$ cat src/core/vll_pkg.sv
// constants shared by the video line length configuration block
package vll_pkg;

	// --------------------------------------------------------------
	// register indices; the byte address is four times the index
	// --------------------------------------------------------------
	localparam logic [7:0] IDX_LEN_A_LO   = 8'h20;
	localparam logic [7:0] IDX_LEN_A_HI   = 8'h21;
	localparam logic [7:0] IDX_LEN_B_LO   = 8'h22;
	localparam logic [7:0] IDX_LEN_B_HI   = 8'h23;
	localparam logic [7:0] IDX_VSIZE_LO   = 8'h24;
	localparam logic [7:0] IDX_VSIZE_HI   = 8'h25;
	localparam logic [7:0] IDX_MODE_CFG   = 8'h30;
	localparam logic [7:0] IDX_MODE_STAT  = 8'h31;

	// --------------------------------------------------------------
	// bus geometry
	// --------------------------------------------------------------
	localparam int unsigned AXI_ADDR_W    = 12;
	localparam int unsigned AXI_DATA_W    = 32;
	localparam int unsigned IDX_LSB       = 2;
	localparam int unsigned IDX_MSB       = 9;
	localparam int unsigned NUM_LEN_REGS  = 6;
	localparam int unsigned LEN_W         = 12;
	localparam logic [1:0]  RESP_OKAY     = 2'h0;
	localparam logic [1:0]  RESP_SLVERR   = 2'h2;

	// --------------------------------------------------------------
	// mode configuration fields
	// --------------------------------------------------------------
	localparam int unsigned CFG_CHMODE_LSB = 0;
	localparam int unsigned CFG_CHMODE_MSB = 1;
	localparam int unsigned CFG_SPLIT_LR   = 2;
	localparam int unsigned CFG_ONE_LINK   = 3;
	localparam int unsigned CFG_TPG_EN     = 4;
	localparam int unsigned CFG_W          = 5;
	localparam logic [4:0]  CFG_RESET      = 5'h00;
	localparam logic [1:0]  CHMODE_DUAL_0  = 2'h0;
	localparam logic [1:0]  CHMODE_DUAL_1  = 2'h1;
	localparam logic [1:0]  CHMODE_TWO_STR = 2'h2;
	localparam logic [1:0]  CHMODE_SINGLE  = 2'h3;

	// --------------------------------------------------------------
	// status fields and reset values
	// --------------------------------------------------------------
	localparam int unsigned STAT_TWO_STR   = 0;
	localparam int unsigned STAT_SINGLE    = 1;
	localparam int unsigned STAT_ODD_EVEN  = 2;
	localparam int unsigned STAT_LEFT_RIGHT = 3;
	localparam int unsigned STAT_ODD_DUP   = 4;
	localparam int unsigned STAT_TPG       = 5;
	localparam logic [7:0]  LEN_REG_RESET  = 8'h00;

	typedef enum logic [1:0] {W_IDLE, W_HAVE_ADDR, W_HAVE_DATA, W_RESP} vll_wr_state_e;
	typedef enum logic {R_IDLE, R_RESP} vll_rd_state_e;

endpackage : vll_pkg

$ cat src/core/vll_reg_cell.sv
// one software-written configuration byte, only its low bits stored
`timescale 1ns/100ps
module vll_reg_cell
	import vll_pkg::*;
#(
	parameter int unsigned W = 8
) (
	input  wire logic         ref_clk,
	input  wire logic         rst,
	input  wire logic         wr_en,
	input  wire logic [7:0]   wr_data,
	output logic      [W-1:0] value
);

	logic [W-1:0] next_value;

	always_comb begin
		next_value = wr_en ? wr_data[W-1:0] : value;
	end

	always_ff @(posedge ref_clk) begin
		if (rst) begin
			value <= LEN_REG_RESET[W-1:0];
		end else begin
			value <= next_value;
		end
	end

endmodule : vll_reg_cell

$ cat src/core/vll_line_len_cfg.sv
// line length, test vertical size and input mode registers behind axi4-lite
// Functional notes
// channel A line length is 12 bits, its upper four bits from bits 3:0 at 0x21.
// with one video input the channel A count is the whole active line.
// in odd/even mode A counts odd pixels, also sent to B with both links and mode 00/01.
// in left/right mode A counts the left-half pixels, sent to output A.
// in two-stream mode each channel count is the line of its own stream, A to A and B to B.
// with one video input the channel B registers are disregarded.
// in odd/even mode B counts the even pixels received on input B.
// in left/right mode B counts the right-half pixels, sent to output B.
// channel B line length is 12 bits from 0x22 (low byte) and bits 3:0 at 0x23.
// software programs A with the left pixels left after a nonzero left trim.
// software programs B with the right pixels left after a nonzero right trim.
// a 12-bit test vertical size is held in 0x24 (low byte) and bits 3:0 at 0x25.
// the vertical size is used only while the test pattern generator runs.
// channel A low byte comes from 0x20 and pairs with the nibble at 0x21.
// two-stream runs only with both links on and channel mode 10.
// outside two-stream the test pattern takes channel A timing.
// bits 7:4 of each upper-nibble register are not stored and read zero.
`timescale 1ns/100ps
module vll_line_len_cfg
	import vll_pkg::*;
(
	input  wire logic                  ref_clk,
	input  wire logic                  rst,
	input  wire logic [AXI_ADDR_W-1:0] s_axi_awaddr,
	input  wire logic                  s_axi_awvalid,
	output logic                       s_axi_awready,
	input  wire logic [AXI_DATA_W-1:0] s_axi_wdata,
	input  wire logic [3:0]            s_axi_wstrb,
	input  wire logic                  s_axi_wvalid,
	output logic                       s_axi_wready,
	output logic [1:0]                 s_axi_bresp,
	output logic                       s_axi_bvalid,
	input  wire logic                  s_axi_bready,
	input  wire logic [AXI_ADDR_W-1:0] s_axi_araddr,
	input  wire logic                  s_axi_arvalid,
	output logic                       s_axi_arready,
	output logic [AXI_DATA_W-1:0]      s_axi_rdata,
	output logic [1:0]                 s_axi_rresp,
	output logic                       s_axi_rvalid,
	input  wire logic                  s_axi_rready,
	output logic [LEN_W-1:0]           act_len_a,
	output logic [LEN_W-1:0]           act_len_b,
	output logic [LEN_W:0]             line_total,
	output logic                       single_active,
	output logic                       odd_even_active,
	output logic                       left_right_active,
	output logic                       two_stream_active,
	output logic                       odd_dup_to_b,
	output logic                       tpg_active,
	output logic [LEN_W-1:0]           tpg_len_a,
	output logic [LEN_W-1:0]           tpg_len_b,
	output logic [LEN_W-1:0]           tpg_vsize
);

	// --------------------------------------------------------------
	// write channel
	// --------------------------------------------------------------
	vll_wr_state_e             wr_state, next_wr_state;
	logic [AXI_ADDR_W-1:0]     waddr_q, next_waddr_q;
	logic [7:0]                wbyte_q, next_wbyte_q;
	logic                      wstrb_q, next_wstrb_q;
	logic [1:0]                bresp_q, next_bresp_q;
	logic                      aw_hs, w_hs, wr_commit, wr_strb0, wr_hit;
	logic [AXI_ADDR_W-1:0]     wr_addr;
	logic [7:0]                wr_byte;
	logic [7:0]                wr_idx;

	assign s_axi_awready = (wr_state == W_IDLE) || (wr_state == W_HAVE_DATA);
	assign s_axi_wready  = (wr_state == W_IDLE) || (wr_state == W_HAVE_ADDR);
	assign s_axi_bvalid  = (wr_state == W_RESP);
	assign s_axi_bresp   = bresp_q;
	assign aw_hs         = s_axi_awvalid && s_axi_awready;
	assign w_hs          = s_axi_wvalid && s_axi_wready;
	assign wr_addr       = aw_hs ? s_axi_awaddr : waddr_q;
	assign wr_byte       = w_hs ? s_axi_wdata[7:0] : wbyte_q;
	assign wr_strb0      = w_hs ? s_axi_wstrb[0] : wstrb_q;
	assign wr_idx        = wr_addr[IDX_MSB:IDX_LSB];

	function automatic logic idx_mapped(input logic [AXI_ADDR_W-1:0] a);
		logic [7:0] i;
		i = a[IDX_MSB:IDX_LSB];
		idx_mapped = (a[1:0] == 2'h0) && (a[AXI_ADDR_W-1:IDX_MSB+1] == 2'h0) &&
			(((i >= IDX_LEN_A_LO) && (i <= IDX_VSIZE_HI)) ||
			(i == IDX_MODE_CFG) || (i == IDX_MODE_STAT));
	endfunction : idx_mapped

	assign wr_hit = idx_mapped(wr_addr);

	always_comb begin
		next_wr_state = wr_state;
		next_waddr_q  = aw_hs ? s_axi_awaddr : waddr_q;
		next_wbyte_q  = w_hs ? s_axi_wdata[7:0] : wbyte_q;
		next_wstrb_q  = w_hs ? s_axi_wstrb[0] : wstrb_q;
		next_bresp_q  = bresp_q;
		wr_commit     = 1'b0;
		unique case (wr_state)
			W_IDLE: begin
				if (aw_hs && w_hs) begin
					wr_commit     = 1'b1;
					next_wr_state = W_RESP;
				end else if (aw_hs) begin
					next_wr_state = W_HAVE_ADDR;
				end else if (w_hs) begin
					next_wr_state = W_HAVE_DATA;
				end
			end
			W_HAVE_ADDR: begin
				if (w_hs) begin
					wr_commit     = 1'b1;
					next_wr_state = W_RESP;
				end
			end
			W_HAVE_DATA: begin
				if (aw_hs) begin
					wr_commit     = 1'b1;
					next_wr_state = W_RESP;
				end
			end
			W_RESP: begin
				if (s_axi_bready) begin
					next_wr_state = W_IDLE;
				end
			end
		endcase
		if (wr_commit) begin
			next_bresp_q = wr_hit ? RESP_OKAY : RESP_SLVERR;
		end
	end

	always_ff @(posedge ref_clk) begin
		if (rst) begin
			wr_state <= W_IDLE;
			waddr_q  <= '0;
			wbyte_q  <= 8'h00;
			wstrb_q  <= 1'b0;
			bresp_q  <= RESP_OKAY;
		end else begin
			wr_state <= next_wr_state;
			waddr_q  <= next_waddr_q;
			wbyte_q  <= next_wbyte_q;
			wstrb_q  <= next_wstrb_q;
			bresp_q  <= next_bresp_q;
		end
	end

	// --------------------------------------------------------------
	// register storage
	// --------------------------------------------------------------
	logic [7:0] len_reg [NUM_LEN_REGS];
	logic [CFG_W-1:0] mode_cfg, next_mode_cfg;

	for (genvar g = 0; g < NUM_LEN_REGS; g++) begin : g_len
		// odd indices are the upper nibbles: only four bits stored
		localparam int unsigned CW = (g % 2 == 1) ? 4 : 8;
		logic [CW-1:0] cell_q;
		vll_reg_cell #(.W(CW)) u_cell (
			.ref_clk (ref_clk),
			.rst     (rst),
			.wr_en   (wr_commit && wr_hit && wr_strb0 &&
			          (wr_idx == IDX_LEN_A_LO + 8'(g))),
			.wr_data (wr_byte),
			.value   (cell_q)
		);
		assign len_reg[g] = 8'(cell_q);
	end

	always_comb begin
		next_mode_cfg = mode_cfg;
		if (wr_commit && wr_hit && wr_strb0 && (wr_idx == IDX_MODE_CFG)) begin
			next_mode_cfg = wr_byte[CFG_W-1:0];
		end
	end

	always_ff @(posedge ref_clk) begin
		if (rst) begin
			mode_cfg <= CFG_RESET;
		end else begin
			mode_cfg <= next_mode_cfg;
		end
	end

	// --------------------------------------------------------------
	// mode decode and derived line values
	// --------------------------------------------------------------
	logic [1:0]       ch_mode;
	logic             one_link, split_lr;
	logic [LEN_W-1:0] raw_a, raw_b, raw_vsize;
	logic             n_single, n_two, n_oe, n_lr, n_dup, n_tpg;
	logic [LEN_W-1:0] next_len_a, next_len_b, next_tpg_a, next_tpg_b, next_vsize;
	logic [LEN_W:0]   next_total;

	assign ch_mode   = mode_cfg[CFG_CHMODE_MSB:CFG_CHMODE_LSB];
	assign one_link  = mode_cfg[CFG_ONE_LINK];
	assign split_lr  = mode_cfg[CFG_SPLIT_LR];
	assign raw_a     = {len_reg[1][3:0], len_reg[0]};
	assign raw_b     = {len_reg[3][3:0], len_reg[2]};
	assign raw_vsize = {len_reg[5][3:0], len_reg[4]};

	always_comb begin
		n_single = (ch_mode == CHMODE_SINGLE);
		n_two    = !one_link && (ch_mode == CHMODE_TWO_STR);
		n_oe     = !n_single && !n_two && !split_lr;
		n_lr     = !n_single && !n_two && split_lr;
		n_dup    = n_oe && !one_link &&
			((ch_mode == CHMODE_DUAL_0) || (ch_mode == CHMODE_DUAL_1));
		n_tpg    = mode_cfg[CFG_TPG_EN];
		next_len_a = raw_a;
		next_len_b = n_single ? '0 : raw_b;
		if (n_oe || n_lr) begin
			next_total = 13'(raw_a) + 13'(raw_b);
		end else begin
			next_total = 13'(raw_a);
		end
		next_tpg_a = raw_a;
		next_tpg_b = n_two ? raw_b : raw_a;
		next_vsize = n_tpg ? raw_vsize : '0;
	end

	always_ff @(posedge ref_clk) begin
		if (rst) begin
			act_len_a         <= '0;
			act_len_b         <= '0;
			line_total        <= '0;
			single_active     <= 1'b0;
			odd_even_active   <= 1'b0;
			left_right_active <= 1'b0;
			two_stream_active <= 1'b0;
			odd_dup_to_b      <= 1'b0;
			tpg_active        <= 1'b0;
			tpg_len_a         <= '0;
			tpg_len_b         <= '0;
			tpg_vsize         <= '0;
		end else begin
			act_len_a         <= next_len_a;
			act_len_b         <= next_len_b;
			line_total        <= next_total;
			single_active     <= n_single;
			odd_even_active   <= n_oe;
			left_right_active <= n_lr;
			two_stream_active <= n_two;
			odd_dup_to_b      <= n_dup;
			tpg_active        <= n_tpg;
			tpg_len_a         <= next_tpg_a;
			tpg_len_b         <= next_tpg_b;
			tpg_vsize         <= next_vsize;
		end
	end

	// --------------------------------------------------------------
	// read channel
	// --------------------------------------------------------------
	vll_rd_state_e         rd_state, next_rd_state;
	logic [AXI_DATA_W-1:0] rdata_q, next_rdata_q;
	logic [1:0]            rresp_q, next_rresp_q;
	logic [7:0]            rd_idx;
	logic [7:0]            stat_byte;

	assign s_axi_arready = (rd_state == R_IDLE);
	assign s_axi_rvalid  = (rd_state == R_RESP);
	assign s_axi_rdata   = rdata_q;
	assign s_axi_rresp   = rresp_q;
	assign rd_idx        = s_axi_araddr[IDX_MSB:IDX_LSB];
	assign stat_byte     = {2'h0, tpg_active, odd_dup_to_b, left_right_active,
		odd_even_active, single_active, two_stream_active};

	always_comb begin
		next_rd_state = rd_state;
		next_rdata_q  = rdata_q;
		next_rresp_q  = rresp_q;
		unique case (rd_state)
			R_IDLE: begin
				if (s_axi_arvalid) begin
					next_rd_state = R_RESP;
					next_rdata_q  = '0;
					next_rresp_q  = idx_mapped(s_axi_araddr) ? RESP_OKAY : RESP_SLVERR;
					if (idx_mapped(s_axi_araddr)) begin
						if (rd_idx == IDX_MODE_CFG) begin
							next_rdata_q = 32'(mode_cfg);
						end else if (rd_idx == IDX_MODE_STAT) begin
							next_rdata_q = 32'(stat_byte);
						end else begin
							next_rdata_q = 32'(len_reg[3'(rd_idx - IDX_LEN_A_LO)]);
						end
					end
				end
			end
			R_RESP: begin
				if (s_axi_rready) begin
					next_rd_state = R_IDLE;
				end
			end
		endcase
	end

	always_ff @(posedge ref_clk) begin
		if (rst) begin
			rd_state <= R_IDLE;
			rdata_q  <= '0;
			rresp_q  <= RESP_OKAY;
		end else begin
			rd_state <= next_rd_state;
			rdata_q  <= next_rdata_q;
			rresp_q  <= next_rresp_q;
		end
	end
endmodule : vll_line_len_cfg

$ cat config.mk
export PLATFORM = sky130hd
export DESIGN_NAME = vll_line_len_cfg
export DESIGN_NICKNAME = d
export VERILOG_FILES = /design/src/core/vll_pkg.sv /design/src/core/vll_reg_cell.sv /design/src/core/vll_line_len_cfg.sv
export SDC_FILE = /design/constraint.sdc
export NUM_CORES = 1
export LEC_CHECK = 0
export BUFFER_PORTS_ARGS = -buffer_cell sky130_fd_sc_hd__buf_2
export CAP_MARGIN = 0
export CORE_MARGIN = 2
export CORE_UTILIZATION = 52
export CTS_CLUSTER_SIZE = 40
export DETAILED_ROUTE_END_ITERATION = 16
export PLACE_DENSITY = 0.92
export SETUP_SLACK_MARGIN = 0.3
export SLEW_MARGIN = 30
export SYNTH_ARGS = -nofsm -noshare
export SYNTH_HDL_FRONTEND = slang
export SYNTH_SLANG_ARGS = --single-unit
$ cat constraint.sdc
create_clock -name ref_clk -period 3.1 [get_ports ref_clk]
set_clock_uncertainty 0.15 [all_clocks]
set_input_delay 0 -clock ref_clk [delete_from_list [all_inputs] [get_ports ref_clk]]
set_output_delay 0 -clock ref_clk [all_outputs]
set_load 0.02 [all_outputs]
---- After elaboration in Yosys (flattened, before gate mapping) ----
Index checks and enable logic that the tools add are counted.
word-level totals
  memories ................................ 0
  bits in read-only memories .............. 0
  latch bits .............................. 0
  input bits .............................. 67
  word-level logic and storage cells ...... 132
  register bits ........................... 168
  bits in writable memories ............... 0
  output and inout port bits .............. 120
operators by class
  magnitude comparators ................... 5
  bitwise gates (word level) .............. 4
  divide/modulo/power cells ............... 0
  $add $sub $neg .......................... 2
  muxes and demuxes ....................... 27
  equality and inequality tests ........... 20
  shift operators ......................... 0
  reductions and logical operators ........ 47
  multipliers ............................. 0
operators with widths
  cell                number
  $eq 8x6->1 const B  10
  $mux 8              6
  $mux 12             3
  $bmux 8 s3          1
  $logic_and 1x1->1   24
  $ge 8x6->1 const B  2
  $le 8x6->1 const B  2
  $mux 2              8
  $add 12x12->13      1
  $logic_not 2->1     6
  $eq 2x2->1 const B  4
  $logic_or 1x1->1    8
  $pmux 2 s4          1
  $mux 1              6
  $reduce_or 2->1     3
  $eq 2x1->1 const B  2
  $ge 4x4->1 const B  1
  $logic_not 1->1     4
  $ne 2x2->1 const B  2
  $ne 4x3->1 const B  1
  $not 3->4           1
  $reduce_and 4->1    1
  $not 1->1           3
  $pmux 1 s3          1
  4 further kinds     4

---- Longest topological paths before layout ----
Gate-level depths: netlist of the first run.
  depth after elaboration ................. 12
  gate-level depth with buffers ........... 9
  depth with buffers taken out ............ 8

---- Hierarchy ----
A second synthesis of the first run with hierarchy kept.
unflattened totals
  cell total of the unflattened synthesis .. 633
  area, all modules ....................... 6153.4 um^2
modules (own cells, without submodules)
  module                              cells each  instances  area an instance (um^2)
  vll_line_len_cfg                    516         1          4877.2
  vll_reg_cell (g_len[0].u_cell ...)  26          3          285.3
  vll_reg_cell (g_len[1].u_cell ...)  13          3          140.1

---- Worst setup path after synthesis of the first run ----
No wires, ideal clock.
  path type ............................... register to register
  start point ............................. register wr_state[0]
  end point ............................... register g_len[0].u_cell.value[0]
  arrival ................................. 2.282 ns
  setup time .............................. 0.121 ns
  data required time ...................... 2.829 ns
  setup slack ............................. 0.546 ns
  stages on the path, launching flop included .. 10
  buffers on the path ..................... 2
  cells stage by stage .................... dfxtp_1 inv_1 ha_1 o21ai_2 o2111ai_1 o31a_1 buf_6 or4_4 buf_6 mux2_4
on the way
  longest elaborated chain between the ends .. 12
  elaborated cells on any way between the ends .. 30
ends and longest elaborated chain
  element                                               RTL line                                                                source
  start: declaration                                    vll_line_len_cfg.sv:60                                                  vll_wr_state_e wr_state, next_wr_state;
  start signal: assignment                              vll_line_len_cfg.sv:140                                                 wr_state <= next_wr_state;
  $eq 2x2->1 / $logic_not 2->1 (equally long branches)  vll_line_len_cfg.sv:70, vll_line_len_cfg.sv:98, vll_line_len_cfg.sv:71
  $logic_or 1x1->1                                      vll_line_len_cfg.sv:70                                                  assign s_axi_awready = (wr_state == W_IDLE) || (wr_state == W_HAVE_DATA);
  $logic_and 1x1->1                                     vll_line_len_cfg.sv:74                                                  assign aw_hs = s_axi_awvalid && s_axi_awready;
  $mux 12                                               -
  $ge 8x6->1 / $le 8x6->1 (equally long branches)       vll_line_len_cfg.sv:85                                                  (((i >= IDX_LEN_A_LO) && (i <= IDX_VSIZE_HI)) ||
  $logic_and 1x1->1                                     vll_line_len_cfg.sv:85
  $logic_or 1x1->1                                      vll_line_len_cfg.sv:85
  $logic_or 1x1->1                                      vll_line_len_cfg.sv:86                                                  (i == IDX_MODE_CFG) || (i == IDX_MODE_STAT));
  $logic_and 1x1->1                                     vll_line_len_cfg.sv:84                                                  idx_mapped = (a[1:0] == 2'h0) && (a[AXI_ADDR_W-1:IDX_MSB+1] == 2'h0) &&
  $logic_and 1x1->1 (3 in a row)                        vll_line_len_cfg.sv:161                                                 .wr_en (wr_commit && wr_hit && wr_strb0 &&
  end signal: assignment                                vll_reg_cell.sv:23                                                      value <= LEN_REG_RESET[W-1:0];
  end signal: assignment                                vll_reg_cell.sv:25                                                      value <= next_value;
  end: declaration                                      vll_reg_cell.sv:12                                                      output logic [W-1:0] value
Several ways; a longest one is shown, not always the timed one.
A chain may end at the register's enable or synchronous reset.

---- Final worst setup path of the first run ----
  start point ............................. register g_len[2].u_cell.value[1]
  end point ............................... register line_total[11]
on the way
  longest elaborated chain between the ends .. 2
ends and longest elaborated chain
  element                   RTL line                 source
  start: declaration        vll_reg_cell.sv:12
  start signal: assignment  vll_reg_cell.sv:23
  start signal: assignment  vll_reg_cell.sv:25
  $add 12x12->13            vll_line_len_cfg.sv:212  next_total = 13'(raw_a) + 13'(raw_b);
  $mux 12                   vll_line_len_cfg.sv:211  if (n_oe || n_lr) begin
  end signal: assignment    vll_line_len_cfg.sv:238  line_total <= next_total;
  end: declaration          vll_line_len_cfg.sv:45   output logic [LEN_W:0] line_total,
No other way between the ends.

==> results of run 1 <==
[worst paths after layout]
check	startpoint	slack [ns]	depth (start not counted)	endpoint
setup / recovery	g_len[2].u_cell.value[1]	0.41	6	line_total[11]
hold / removal	s_axi_wvalid	0.003	5	s_axi_bresp[1]
setup reg to reg	g_len[2].u_cell.value[1]	0.41	6	line_total[11]
hold reg to reg	s_axi_rdata[0]	0.30	2	s_axi_rdata[0]
[sequential cells by signal (all words and copies together), names as in the netlist, 8 cells and up]
| name | count |
|---|---|
| g_len.u_cell.value | 36 |
| tpg_vsize | 12 |
| line_total | 13 |
| waddr_q | 12 |
| act_len_b | 12 |
| wbyte_q | 8 |
| s_axi_rdata | 8 |
| tpg_len_b | 12 |
| tpg_len_a | 12 |
[kinds of logic (layout without fill, tap and decap cells)]
logic type                 after synthesis  after routing  synth area share
AOI/OAI and AO/OA                      114            114             0.121
adders and majority gates               20             20            0.0397
xor gates and xnor gates                 4              4           0.00550
muxes                                   67             67             0.123
buffers and inverters                   90            235            0.0807
other                                    1             26          0.000589
DFF                                    142            142             0.446
and+or+nand+nor                        206            206             0.183
[layer usage]
| layer | track usage | vias up |
|---|---|---|
| met5 | 0 | - |
| li1 | - | 2501 |
| met4 | 0.107 | 0 |
| met1 | 0.282 | 2470 |
| met2 | 0.422 | 227 |
| met3 | 0.0651 | 39 |
[Yosys cell counts (3+ instances only)]
master and number:
ha_1 17, o31a_1 4, or3_1 3, mux2i_1 38
dfxtp_1 142, clkbuf_1 25, o31ai_1 4, nor3_1 12
buf_6 3, a211oi_1 5, o22a_1 16, inv_1 18
or2_2 8, o21ai_0 22, nor2b_1 22, mux4_2 4
nand4b_1 4, mux2_4 8, buf_4 40, and2_1 27
buf_2 3, nand2_1 50, a21oi_1 29, o211ai_1 3
or4b_1 3, a22oi_1 6, nand2b_1 24, mux2_2 17
o21a_1 5, nor4_1 5, nor2_1 27
[cell type report]
type / instances / area share
well taps: 147 / 0.0229
repair buffers: 185 / 0.144
multi-input cells: 437 / 0.390
inverters: 18 / 0.00842
clock inverters: 12 / 0.0229
clock buffers: 20 / 0.0569
flip-flops and latches: 142 / 0.354
[worst min-delay path, cell delays in order]
cell and delay, ns:
buf_2 0.13, nand3_1 0.10, a21oi_2 0.10, mux2i_1 0.13
nor2_1 0.08
[layout by cell type (no fill, tap or decap), types with 4 or more instances in the layout]
cell type	synthesis	layout
nor3_1	12	12
buf_4	40	12
o31a_1	4	4
mux4_2	4	4
mux2i_1	38	38
inv_1	18	18
bufinv_16	0	4
a22oi_1	6	6
and2_1	27	27
o31ai_1	4	4
a211oi_1	5	5
dfxtp_1	142	142
ha_1	17	17
o22a_1	16	16
nor2b_1	22	22
nor4_1	5	5
or2_2	8	8
buf_2	3	133
a21oi_1	29	27
nand2b_1	24	24
mux2_4	8	8
o21ai_0	22	22
clkbuf_16	0	17
nor2_1	27	27
nand2_1	50	50
nand4b_1	4	4
conb_1	1	26
o21a_1	5	5
mux2_2	17	17
dlygate4sd3_1	0	39
[where the power goes]
group          switching (mW)  internal [mW]
clock                   0.790           1.40
combinational           0.443          0.318
sequential             0.0499           1.90
[timing repair]
action / CTS / global route
setup buffers: 0 / 3
hold endpoints to repair: 55 / 0
hold buffers: 39 / 0
resized for setup: 0 / 4
endpoints found under the setup margin: 0 / 12
[stage by stage]
| stage | instances | setup WS, ns |
|---|---|---|
| after detailed placement | 887 | 0.380 |
| after global routing | 961 | 0.314 |
| after global placement | 887 | 0.441 |
| after CTS | 958 | 0.368 |
| after floorplan | 669 | 0.546 |
| final | 961 | 0.406 |
==> impl_metrics.xml, run 1 <==
<?xml version="1.0" encoding="UTF-8"?>
<metrics>
  <group name="power_and_ir_drop">
    <metric name="power.density" unit="mW/mm2">610</metric>
    <metric name="static-leakage-power" unit="nW">3.74</metric>
    <metric name="p_total" unit="mW">4.90</metric>
    <metric name="power.ir.vdd_worst" unit="uV">314</metric>
  </group>
  <group name="route">
    <metric name="wire_per_inst" unit="um">16.7</metric>
    <metric name="routed-wl-met2" unit="um">7880</metric>
    <metric name="first_pass_iters" unit="">5</metric>
    <metric name="drt_wl_total" unit="um">16000</metric>
    <metric name="via_count" unit="">5237</metric>
    <metric name="drt-met1-wl" unit="um">6620</metric>
    <metric name="postRouteAntennaNets" unit="">0</metric>
    <metric name="drt_iter0_drc" unit="">406</metric>
    <metric name="top_signal_layer_used" unit="">met4</metric>
    <metric name="number_of_design_rule_violations_left_after_detail_routing" unit="">0</metric>
    <metric name="post_drt_via_cell_ratio" unit="">5.45</metric>
    <metric name="wl_met3" unit="um">1130</metric>
  </group>
  <group name="finish">
    <metric name="post_route_cells_drive_above_1_share" unit="">0.278</metric>
    <metric name="num-nets-final" unit="">886</metric>
    <metric name="n_fill_cell" unit="">850</metric>
    <metric name="areaGrowthSynthToFinish" unit="%">25.9</metric>
    <metric name="final_core_utilization" unit="">0.671</metric>
    <metric name="antenna_cells" unit="">0</metric>
    <metric name="multiInputGateArea" unit="mm2">0.00313</metric>
    <metric name="register_area" unit="mm2">0.00284</metric>
    <metric name="final_cell_area" unit="mm2">0.00802</metric>
  </group>
  <group name="worst_setup_path">
    <metric name="critPathCaptureType" unit="">flip-flop</metric>
    <metric name="critical_path_s_slowest_cell" unit="">a2111oi_0</metric>
    <metric name="setup.worst_path.class" unit="">flip-flop to flip-flop</metric>
    <metric name="crit_buf_inv" unit="">0</metric>
    <metric name="timing.critical_path.max_delay_family" unit="">compound AO/OA/AOI/OAI gates</metric>
    <metric name="timing.critical_path.arrival" unit="ns">2.85</metric>
    <metric name="crit_chain" unit="">ha_1 &gt; a211oi_1 &gt; o21ai_0 &gt; a2111oi_0 &gt; o21a_1 &gt; o211ai_1</metric>
    <metric name="worstSetupStartpointType" unit="">flip-flop</metric>
    <metric name="critical_path_peak_fanout" unit="">6</metric>
    <metric name="worst_path_largest_cell_delay" unit="ns">0.75</metric>
    <metric name="crit_required" unit="ns">3.25</metric>
  </group>
  <group name="floorplan">
    <metric name="initial_util" unit="">0.533</metric>
    <metric name="core.rowCount" unit="">40</metric>
    <metric name="boundaryPins" unit="">187</metric>
    <metric name="die-width" unit="um">115</metric>
    <metric name="core" unit="mm2">0.0120</metric>
    <metric name="floorplan.die.height" unit="um">115</metric>
    <metric name="design.die.area" unit="mm2">0.0132</metric>
  </group>
  <group name="timing">
    <metric name="final-hold-violation-count" unit="">0</metric>
    <metric name="relSlewSlack" unit="">0.473</metric>
    <metric name="max_freq" unit="MHz">371</metric>
    <metric name="timing_max_transition_violations_final" unit="">0</metric>
    <metric name="report.final.setup_viol" unit="">0</metric>
    <metric name="tightestPinTransition" unit="ns">0.789</metric>
    <metric name="rsz0062_at_grt" unit="">false</metric>
    <metric name="tns" unit="ns">0</metric>
    <metric name="layout_worst_path_cycle_share" unit="">0.869</metric>
    <metric name="timing.hold.ws" unit="ns">0.00311</metric>
    <metric name="period_minus_slack" unit="ns">2.69</metric>
  </group>
  <group name="cts">
    <metric name="ctsRootBufferMaster" unit="">clkbuf_16</metric>
    <metric name="cts_buffer_depth" unit="">2</metric>
    <metric name="cts-buffers-inserted" unit="">17</metric>
    <metric name="path_clk_slew" unit="ns">0.06</metric>
    <metric name="cts_sinks" unit="">142</metric>
    <metric name="tritoncts" unit="">built</metric>
    <metric name="worst_skew_pair.late_latency" unit="ns">0.43</metric>
    <metric name="cts_htree_levels" unit="">4</metric>
  </group>
  <group name="global_routing">
    <metric name="initial_antenna_violation_count" unit="">0</metric>
    <metric name="via_count_of_the_first_global_routing_pass" unit="">4993</metric>
    <metric name="gr-total-overflow" unit="">0</metric>
    <metric name="grt_pass1_wl" unit="um">24700</metric>
    <metric name="grt_start_max_net_pins" unit="">45</metric>
    <metric name="grt_util_all_layers" unit="">0.244</metric>
  </group>
  <group name="place">
    <metric name="final_weighted_congestion_in_routability_driven_placement" unit="">0.900</metric>
    <metric name="port-buffer-count" unit="">133</metric>
    <metric name="place.detailed.hpwl" unit="um">10600</metric>
    <metric name="dpl_cell_area" unit="mm2">0.00694</metric>
  </group>
  <group name="yosys">
    <metric name="synth_ff_type" unit="">dfxtp_1</metric>
    <metric name="synth_cell_type_count" unit="">66</metric>
    <metric name="netlist_area" unit="mm2">0.00637</metric>
    <metric name="asyncSetResetFlopFracSynth" unit="">0</metric>
    <metric name="avg_inst_size_synth" unit="um2">9.89</metric>
    <metric name="post-synth-top-area-fraction" unit="">0.446</metric>
    <metric name="yosysWarningCount" unit="">0</metric>
    <metric name="yosys_reg_bits" unit="">142</metric>
    <metric name="ys_top_cells_by_area" unit="">dfxtp_1, mux2i_1, buf_4, ha_1, mux2_2</metric>
    <metric name="synth_edf_count" unit="">0</metric>
    <metric name="cells_after_synthesis" unit="">644</metric>
    <metric name="synth_seq_area_share" unit="">0.446</metric>
    <metric name="synth_area_leader_cell" unit="">dfxtp_1</metric>
  </group>
  <group name="run_status">
    <metric name="run_status" unit="">complete, no violations</metric>
  </group>
  <group name="min_path">
    <metric name="worst_hold_path_type" unit="">primary input to flip-flop</metric>
  </group>
  <group name="job">
    <metric name="maxCapViolations" unit="">0</metric>
  </group>
</metrics>
No activity file was read; power rests on OpenSTA's default activity.
==> run 2: changes to the inputs <==
Settings changed: CORE_UTILIZATION 52 to 54, CTS_BUF_LIST set to sky130_fd_sc_hd__clkbuf_2 sky130_fd_sc_hd__clkbuf_4 sky130_fd_sc_hd__clkbuf_8, PLACE_DENSITY 0.92 to 0.95, REMOVE_ABC_BUFFERS set to 1, SLEW_MARGIN 30 to 10.
==> run 2 against run 1 <==
Against the previous run:
- sequential share of layout area up 0.90 points
- setup slack got worse by 0.13 ns
- clock power decreased by 30%
- critical path depth rose by 2
- core utilization increased by 1.2 points
==> impl_metrics.xml, run 2 (synthesized netlist as in run 1, its figures left out) <==
<?xml version="1.0" encoding="UTF-8"?>
<metrics>
  <group name="place">
    <metric name="port-buffer-count" unit="">133</metric>
    <metric name="place.detailed.hpwl" unit="um">10900</metric>
    <metric name="final_weighted_congestion_in_routability_driven_placement" unit="">0.906</metric>
    <metric name="dpl_cell_area" unit="mm2">0.00698</metric>
  </group>
  <group name="worst_setup_path">
    <metric name="path_depth" unit="">8</metric>
    <metric name="crit_buf_inv" unit="">2</metric>
    <metric name="timing.critical_path.arrival" unit="ns">3.02</metric>
    <metric name="crit_required" unit="ns">3.29</metric>
    <metric name="critPathCaptureType" unit="">flip-flop</metric>
    <metric name="critical_path_peak_fanout" unit="">11</metric>
    <metric name="crit_chain" unit="">inv_1 &gt; ha_4 &gt; o21ai_4 &gt; buf_4 &gt; nor3_1 &gt; a21oi_1 &gt; or4_4 &gt; mux2_4</metric>
    <metric name="rr_worst_depth" unit="">8</metric>
    <metric name="worst_path_largest_cell_delay" unit="ns">0.67</metric>
    <metric name="critical_path_s_slowest_cell" unit="">or4_4</metric>
    <metric name="timing.critical_path.max_delay_family" unit="">simple AND/OR/NAND/NOR gates</metric>
    <metric name="setup.worst_path.class" unit="">flip-flop to flip-flop</metric>
    <metric name="worstSetupStartpointType" unit="">flip-flop</metric>
  </group>
  <group name="run_status">
    <metric name="run_status" unit="">complete, no violations</metric>
  </group>
  <group name="finish">
    <metric name="post_route_cells_drive_above_1_share" unit="">0.292</metric>
    <metric name="num-nets-final" unit="">890</metric>
    <metric name="most-common-layout-cells" unit="">dfxtp_1, buf_2, nand2_1</metric>
    <metric name="antenna_cells" unit="">0</metric>
    <metric name="number_of_flip_flops_under_the_largest_register_name" unit="">36</metric>
    <metric name="registers.top_by_ff_count" unit="">g_len.u_cell.value</metric>
    <metric name="areaGrowthSynthToFinish" unit="%">22.9</metric>
    <metric name="mostFrequentLayoutCell" unit="">dfxtp_1</metric>
    <metric name="largest_registers" unit="">g_len.u_cell.value: 36 flops, line_total: 13 flops</metric>
    <metric name="final_cell_area" unit="mm2">0.00783</metric>
  </group>
  <group name="global_routing">
    <metric name="grt_pass1_wl" unit="um">27500</metric>
    <metric name="via_count_of_the_first_global_routing_pass" unit="">5284</metric>
    <metric name="gr-total-overflow" unit="">0</metric>
    <metric name="grt_util_all_layers" unit="">0.276</metric>
    <metric name="grt_start_max_net_pins" unit="">57</metric>
    <metric name="initial_antenna_violation_count" unit="">0</metric>
  </group>
  <group name="timing">
    <metric name="max_freq" unit="MHz">354</metric>
    <metric name="tns" unit="ns">0</metric>
    <metric name="tightestPinTransition" unit="ns">0.936</metric>
    <metric name="rsz0062_at_grt" unit="">false</metric>
    <metric name="period_minus_slack" unit="ns">2.83</metric>
    <metric name="relSlewSlack" unit="">0.376</metric>
    <metric name="layout_worst_path_cycle_share" unit="">0.912</metric>
    <metric name="final-hold-violation-count" unit="">0</metric>
    <metric name="timing.hold.ws" unit="ns">0.0207</metric>
    <metric name="timing_max_transition_violations_final" unit="">0</metric>
    <metric name="report.final.setup_viol" unit="">0</metric>
  </group>
  <group name="power_and_ir_drop">
    <metric name="power.density" unit="mW/mm2">561</metric>
    <metric name="comb_power_share" unit="">0.201</metric>
    <metric name="static-leakage-power" unit="nW">3.63</metric>
    <metric name="swShare" unit="">0.309</metric>
    <metric name="internal-power" unit="mW">3.03</metric>
    <metric name="power.ir.vdd_worst" unit="uV">443</metric>
    <metric name="power_frac_clock" unit="">0.352</metric>
    <metric name="net_switching_power" unit="mW">1.36</metric>
    <metric name="power.sequential.fraction" unit="">0.447</metric>
  </group>
  <group name="cts">
    <metric name="cts_buffer_depth" unit="">2</metric>
    <metric name="cts-buffers-inserted" unit="">17</metric>
    <metric name="cts_htree_levels" unit="">4</metric>
    <metric name="worst_skew_pair.late_latency" unit="ns">0.46</metric>
    <metric name="ctsRootBufferMaster" unit="">clkbuf_8</metric>
    <metric name="tritoncts" unit="">built</metric>
    <metric name="cts_sinks" unit="">142</metric>
    <metric name="path_clk_slew" unit="ns">0.08</metric>
  </group>
  <group name="floorplan">
    <metric name="core.rowCount" unit="">39</metric>
    <metric name="floorplan.die.height" unit="um">113</metric>
    <metric name="design.die.area" unit="mm2">0.0127</metric>
    <metric name="boundaryPins" unit="">187</metric>
    <metric name="core" unit="mm2">0.0115</metric>
    <metric name="die-width" unit="um">113</metric>
    <metric name="initial_util" unit="">0.555</metric>
  </group>
  <group name="route">
    <metric name="drt_iter0_drc" unit="">652</metric>
    <metric name="number_of_design_rule_violations_left_after_detail_routing" unit="">0</metric>
    <metric name="drt_wl_total" unit="um">18500</metric>
    <metric name="first_pass_iters" unit="">7</metric>
    <metric name="via_count" unit="">5614</metric>
    <metric name="post_drt_via_cell_ratio" unit="">5.84</metric>
    <metric name="postRouteAntennaNets" unit="">0</metric>
    <metric name="wire_per_inst" unit="um">19.2</metric>
  </group>
  <group name="job">
    <metric name="maxCapViolations" unit="">0</metric>
  </group>
  <group name="min_path">
    <metric name="worstHoldPathCells" unit="">4</metric>
    <metric name="worst_hold_path_type" unit="">primary input to flip-flop</metric>
  </group>
</metrics>
[run 2: final cells by class]
class                   count  area, um2
inverters                  18       67.6
flip-flops and latches    142       2850
repair buffers            189       1170
well taps                 143        179
fillers                   775       3640
clock buffers              19        262
multi-input cells         437       3150
clock inverters            13        155
[run 2: worst paths after layout]
kind,slack [ns],start,endpoint
worst min-delay path,0.02,s_axi_araddr[2],s_axi_rdata[4]
worst min register to register,0.31,s_axi_rdata[6],s_axi_rdata[6]
worst max-delay path,0.27,wr_state[0],g_len[0].u_cell.value[5]
worst max register to register,0.27,wr_state[0],g_len[0].u_cell.value[5]
[run 2: worst register-to-register path: cells and delay by family, from the launching register on]
kind / cells / cell delay, ns
compound gates: 2 / 0.29
flops: 1 / 0.35
fa+ha+maj: 1 / 0.23
buf+inv: 2 / 0.39
simple gates: 2 / 0.96
mux: 1 / 0.34
[run 2: layer usage]
layer | GRT usage | share of wire | vias to the layer above
met3 | 0.0670 | 0.094 | 122
met4 | 0.163 | 0.059 | 0
met2 | 0.441 | 0.46 | 407
met1 | 0.339 | 0.39 | 2581
met5 | 0 | 0 | -
li1 | - | - | 2504
[run 2: power groups by stage]
stage | combinational [mW] | clock (mW) | sequential, mW
floorplan | 0.450 | 0 | 1.99
global placement | 0.645 | 0 | 1.98
detailed placement | 0.666 | 0 | 1.99
CTS | 0.740 | 1.54 | 1.95
global route | 0.921 | 1.64 | 1.96
finish | 0.884 | 1.54 | 1.96
[run 2: timing repair]
| item | CTS | global route |
|---|---|---|
| resized for setup | 1 | 9 |
| hold endpoints to repair | 57 | 0 |
| hold buffers | 35 | 0 |
| buffers inserted | 0 | 5 |
| pin swaps | 0 | 1 |
| endpoints found under the setup margin | 20 | 23 |
[run 2: per-stage QoR]
step | std cells | setup slack [ns] | utilization | power (mW)
after detailed placement | 889 | 0.268 | 0.609 | 2.65
after floorplan | 597 | 0.201 | - | 2.44
after global placement | 889 | 0.353 | 0.609 | 2.63
after global routing | 961 | 0.264 | 0.683 | 4.52
final | 961 | 0.274 | 0.683 | 4.39
after CTS | 956 | 0.333 | 0.676 | 4.22
==> run 3: changes to the inputs <==
Settings changed: CORE_MARGIN 2 to unset, CORE_UTILIZATION 54 to 45, PLACE_DENSITY 0.95 to 0.83.
==> run 3 against run 2 <==
Against the previous run:
- via count fell by 6.3%
- sequential share of layout area fell by 0.073 points
- die area rose by 15%
- critical path depth fell by 1
- global-route usage fell by 4.7 points
- final area rose by 0.11%
- highest routed layer unchanged
==> impl_metrics.xml, run 3 (synthesized netlist as in run 1, its figures left out) <==
<?xml version="1.0" encoding="UTF-8"?>
<metrics>
  <group name="timing">
    <metric name="period_minus_slack" unit="ns">2.67</metric>
    <metric name="final-hold-violation-count" unit="">0</metric>
    <metric name="tightestPinTransition" unit="ns">0.962</metric>
    <metric name="report.final.setup_viol" unit="">0</metric>
    <metric name="layout_worst_path_cycle_share" unit="">0.860</metric>
    <metric name="max_freq" unit="MHz">375</metric>
    <metric name="setup_slack" unit="ns">0.435</metric>
    <metric name="relSlewSlack" unit="">0.359</metric>
    <metric name="tns" unit="ns">0</metric>
    <metric name="rsz0062_at_grt" unit="">false</metric>
    <metric name="timing_max_transition_violations_final" unit="">0</metric>
  </group>
  <group name="job">
    <metric name="maxCapViolations" unit="">0</metric>
  </group>
  <group name="route">
    <metric name="first_pass_iters" unit="">5</metric>
    <metric name="drt_wl_total" unit="um">16300</metric>
    <metric name="number_of_design_rule_violations_left_after_detail_routing" unit="">0</metric>
    <metric name="wire_per_inst" unit="um">16.3</metric>
    <metric name="postRouteAntennaNets" unit="">0</metric>
    <metric name="via_count" unit="">5262</metric>
    <metric name="post_drt_via_cell_ratio" unit="">5.27</metric>
    <metric name="drt_iter0_drc" unit="">269</metric>
  </group>
  <group name="power_and_ir_drop">
    <metric name="static-leakage-power" unit="nW">3.64</metric>
    <metric name="p_total" unit="mW">4.11</metric>
    <metric name="power.density" unit="mW/mm2">525</metric>
    <metric name="power.ir.vdd_worst" unit="uV">256</metric>
  </group>
  <group name="place">
    <metric name="final_weighted_congestion_in_routability_driven_placement" unit="">0.880</metric>
    <metric name="preCtsSetupSlack" unit="ns">0.283</metric>
    <metric name="port-buffer-count" unit="">133</metric>
    <metric name="place.detailed.hpwl" unit="um">11200</metric>
    <metric name="dpl_cell_area" unit="mm2">0.00701</metric>
  </group>
  <group name="finish">
    <metric name="number_of_flip_flops_under_the_largest_register_name" unit="">36</metric>
    <metric name="final_cell_area" unit="mm2">0.00784</metric>
    <metric name="largest_registers" unit="">g_len.u_cell.value: 36 flops, line_total: 13 flops</metric>
    <metric name="registers.top_by_ff_count" unit="">g_len.u_cell.value</metric>
    <metric name="most-common-layout-cells" unit="">dfxtp_1, buf_2, nand2_1</metric>
    <metric name="mostFrequentLayoutCell" unit="">dfxtp_1</metric>
    <metric name="areaGrowthSynthToFinish" unit="%">23.1</metric>
    <metric name="num-nets-final" unit="">891</metric>
    <metric name="post_route_cells_drive_above_1_share" unit="">0.278</metric>
    <metric name="antenna_cells" unit="">0</metric>
  </group>
  <group name="cts">
    <metric name="path_clk_slew" unit="ns">0.07</metric>
    <metric name="cts-buffers-inserted" unit="">17</metric>
    <metric name="worst_skew_pair.late_latency" unit="ns">0.45</metric>
    <metric name="cts_htree_levels" unit="">4</metric>
    <metric name="cts_buffer_depth" unit="">2</metric>
    <metric name="tritoncts" unit="">built</metric>
    <metric name="postCtsSetupRepairBufs" unit="">0</metric>
    <metric name="cts_sinks" unit="">142</metric>
    <metric name="ctsRootBufferMaster" unit="">clkbuf_8</metric>
  </group>
  <group name="worst_setup_path">
    <metric name="crit_required" unit="ns">3.28</metric>
    <metric name="critical_path_s_slowest_cell" unit="">or4_4</metric>
    <metric name="critical_path_peak_fanout" unit="">10</metric>
    <metric name="crit_chain" unit="">inv_1 &gt; ha_2 &gt; o21ai_4 &gt; o2111ai_1 &gt; o31a_1 &gt; or4_4 &gt; mux2_4</metric>
    <metric name="critPathCaptureType" unit="">flip-flop</metric>
    <metric name="timing.critical_path.arrival" unit="ns">2.84</metric>
    <metric name="worstSetupStartpointType" unit="">flip-flop</metric>
    <metric name="worst_path_largest_cell_delay" unit="ns">0.60</metric>
    <metric name="setup.worst_path.class" unit="">flip-flop to flip-flop</metric>
  </group>
  <group name="floorplan">
    <metric name="design.die.area" unit="mm2">0.0146</metric>
    <metric name="die-width" unit="um">121</metric>
    <metric name="floorplan.die.height" unit="um">121</metric>
    <metric name="initial_util" unit="">0.461</metric>
    <metric name="core.rowCount" unit="">43</metric>
    <metric name="core" unit="mm2">0.0138</metric>
    <metric name="boundaryPins" unit="">187</metric>
  </group>
  <group name="global_routing">
    <metric name="via_count_of_the_first_global_routing_pass" unit="">5078</metric>
    <metric name="grt_util_all_layers" unit="">0.229</metric>
    <metric name="initial_antenna_violation_count" unit="">0</metric>
    <metric name="grt_start_max_net_pins" unit="">54</metric>
    <metric name="grt_pass1_wl" unit="um">25600</metric>
    <metric name="gr-total-overflow" unit="">0</metric>
  </group>
  <group name="run_status">
    <metric name="run_status" unit="">complete, no violations</metric>
  </group>
  <group name="min_path">
    <metric name="worst_hold_path_type" unit="">primary input to flip-flop</metric>
  </group>
</metrics>
[run 3: cell count changes in the layout (fill, tap and decap cells not counted), moves of 2 or more]
| cell | before | now |
|---|---|---|
| clkbuf_4 | 0 | 2 |
| ha_4 | 2 | 0 |
| ha_1 | 14 | 16 |
| dfxtp_1 | 140 | 142 |
| inv_6 | 3 | 0 |
| dfxtp_2 | 2 | 0 |
| dlygate4sd3_1 | 35 | 43 |
| buf_4 | 21 | 13 |
| clkinv_2 | 0 | 4 |
[run 3: worst max-delay path, delay by kind of cell, from the launching register on]
family	cells	cell delay, ns
buffers and inverters	1	0.11
adders and majority gates	1	0.26
DFF	1	0.39
AOI/OAI and AO/OA	3	0.70
and+or+nand+nor	1	0.60
muxes	1	0.33
[run 3: path summary, 6_finish.rpt]
check / start / to / slack (ns) / cells after the start
hold reg to reg: mode_cfg[3] / odd_dup_to_b / 0.29 / 1
setup reg to reg: wr_state[0] / g_len[0].u_cell.value[7] / 0.43 / 7
hold / removal: s_axi_bready / wr_state[1] / 0.04 / 6
setup / recovery: wr_state[0] / g_len[0].u_cell.value[7] / 0.43 / 7
[run 3: layer usage]
layer  track usage  part of all wire  vias up
met5             0                 0        -
met4        0.0941             0.025        0
met3        0.0569             0.068       32
met2         0.373              0.47      213
met1         0.288              0.44     2505
li1              -                 -     2512
[run 3: repair_timing]
action                     4_1_cts  5_1_grt
cloned                           0        0
gates resized for setup          1        5
pin swaps                        0        1
hold buffers                    43        0
hold endpoints to repair        56        0
setup endpoints to repair        8       14
[run 3: final cells by class]
type / instances / area, um2
Fill cell: 1197 / 5990
Multi-Input combinational cell: 437 / 3130
Sequential cell: 142 / 2840
Timing Repair Buffer: 190 / 1200
Clock buffer: 21 / 277
Tap cell: 180 / 225
Clock inverter: 10 / 91.3
Inverter: 18 / 67.6
[run 3: where the power goes]
part / internal (mW) / total, mW / switching (mW) / leakage, nW
sequential: 1.90 / 1.95 / 0.0518 / 1.15
clock: 0.686 / 1.36 / 0.678 / 0.188
combinational: 0.329 / 0.801 / 0.472 / 2.30
total: 2.91 / 4.11 / 1.20 / 3.64
[run 3: stage by stage]
step	utilization	hold WS [ns]	std cells
after detailed placement	0.507	0.0428	924
final	0.567	0.0357	998
after floorplan	-	-0.0809	597
after CTS	0.565	0.0239	998
after global routing	0.567	0.0536	998
after global placement	0.507	0.0434	924
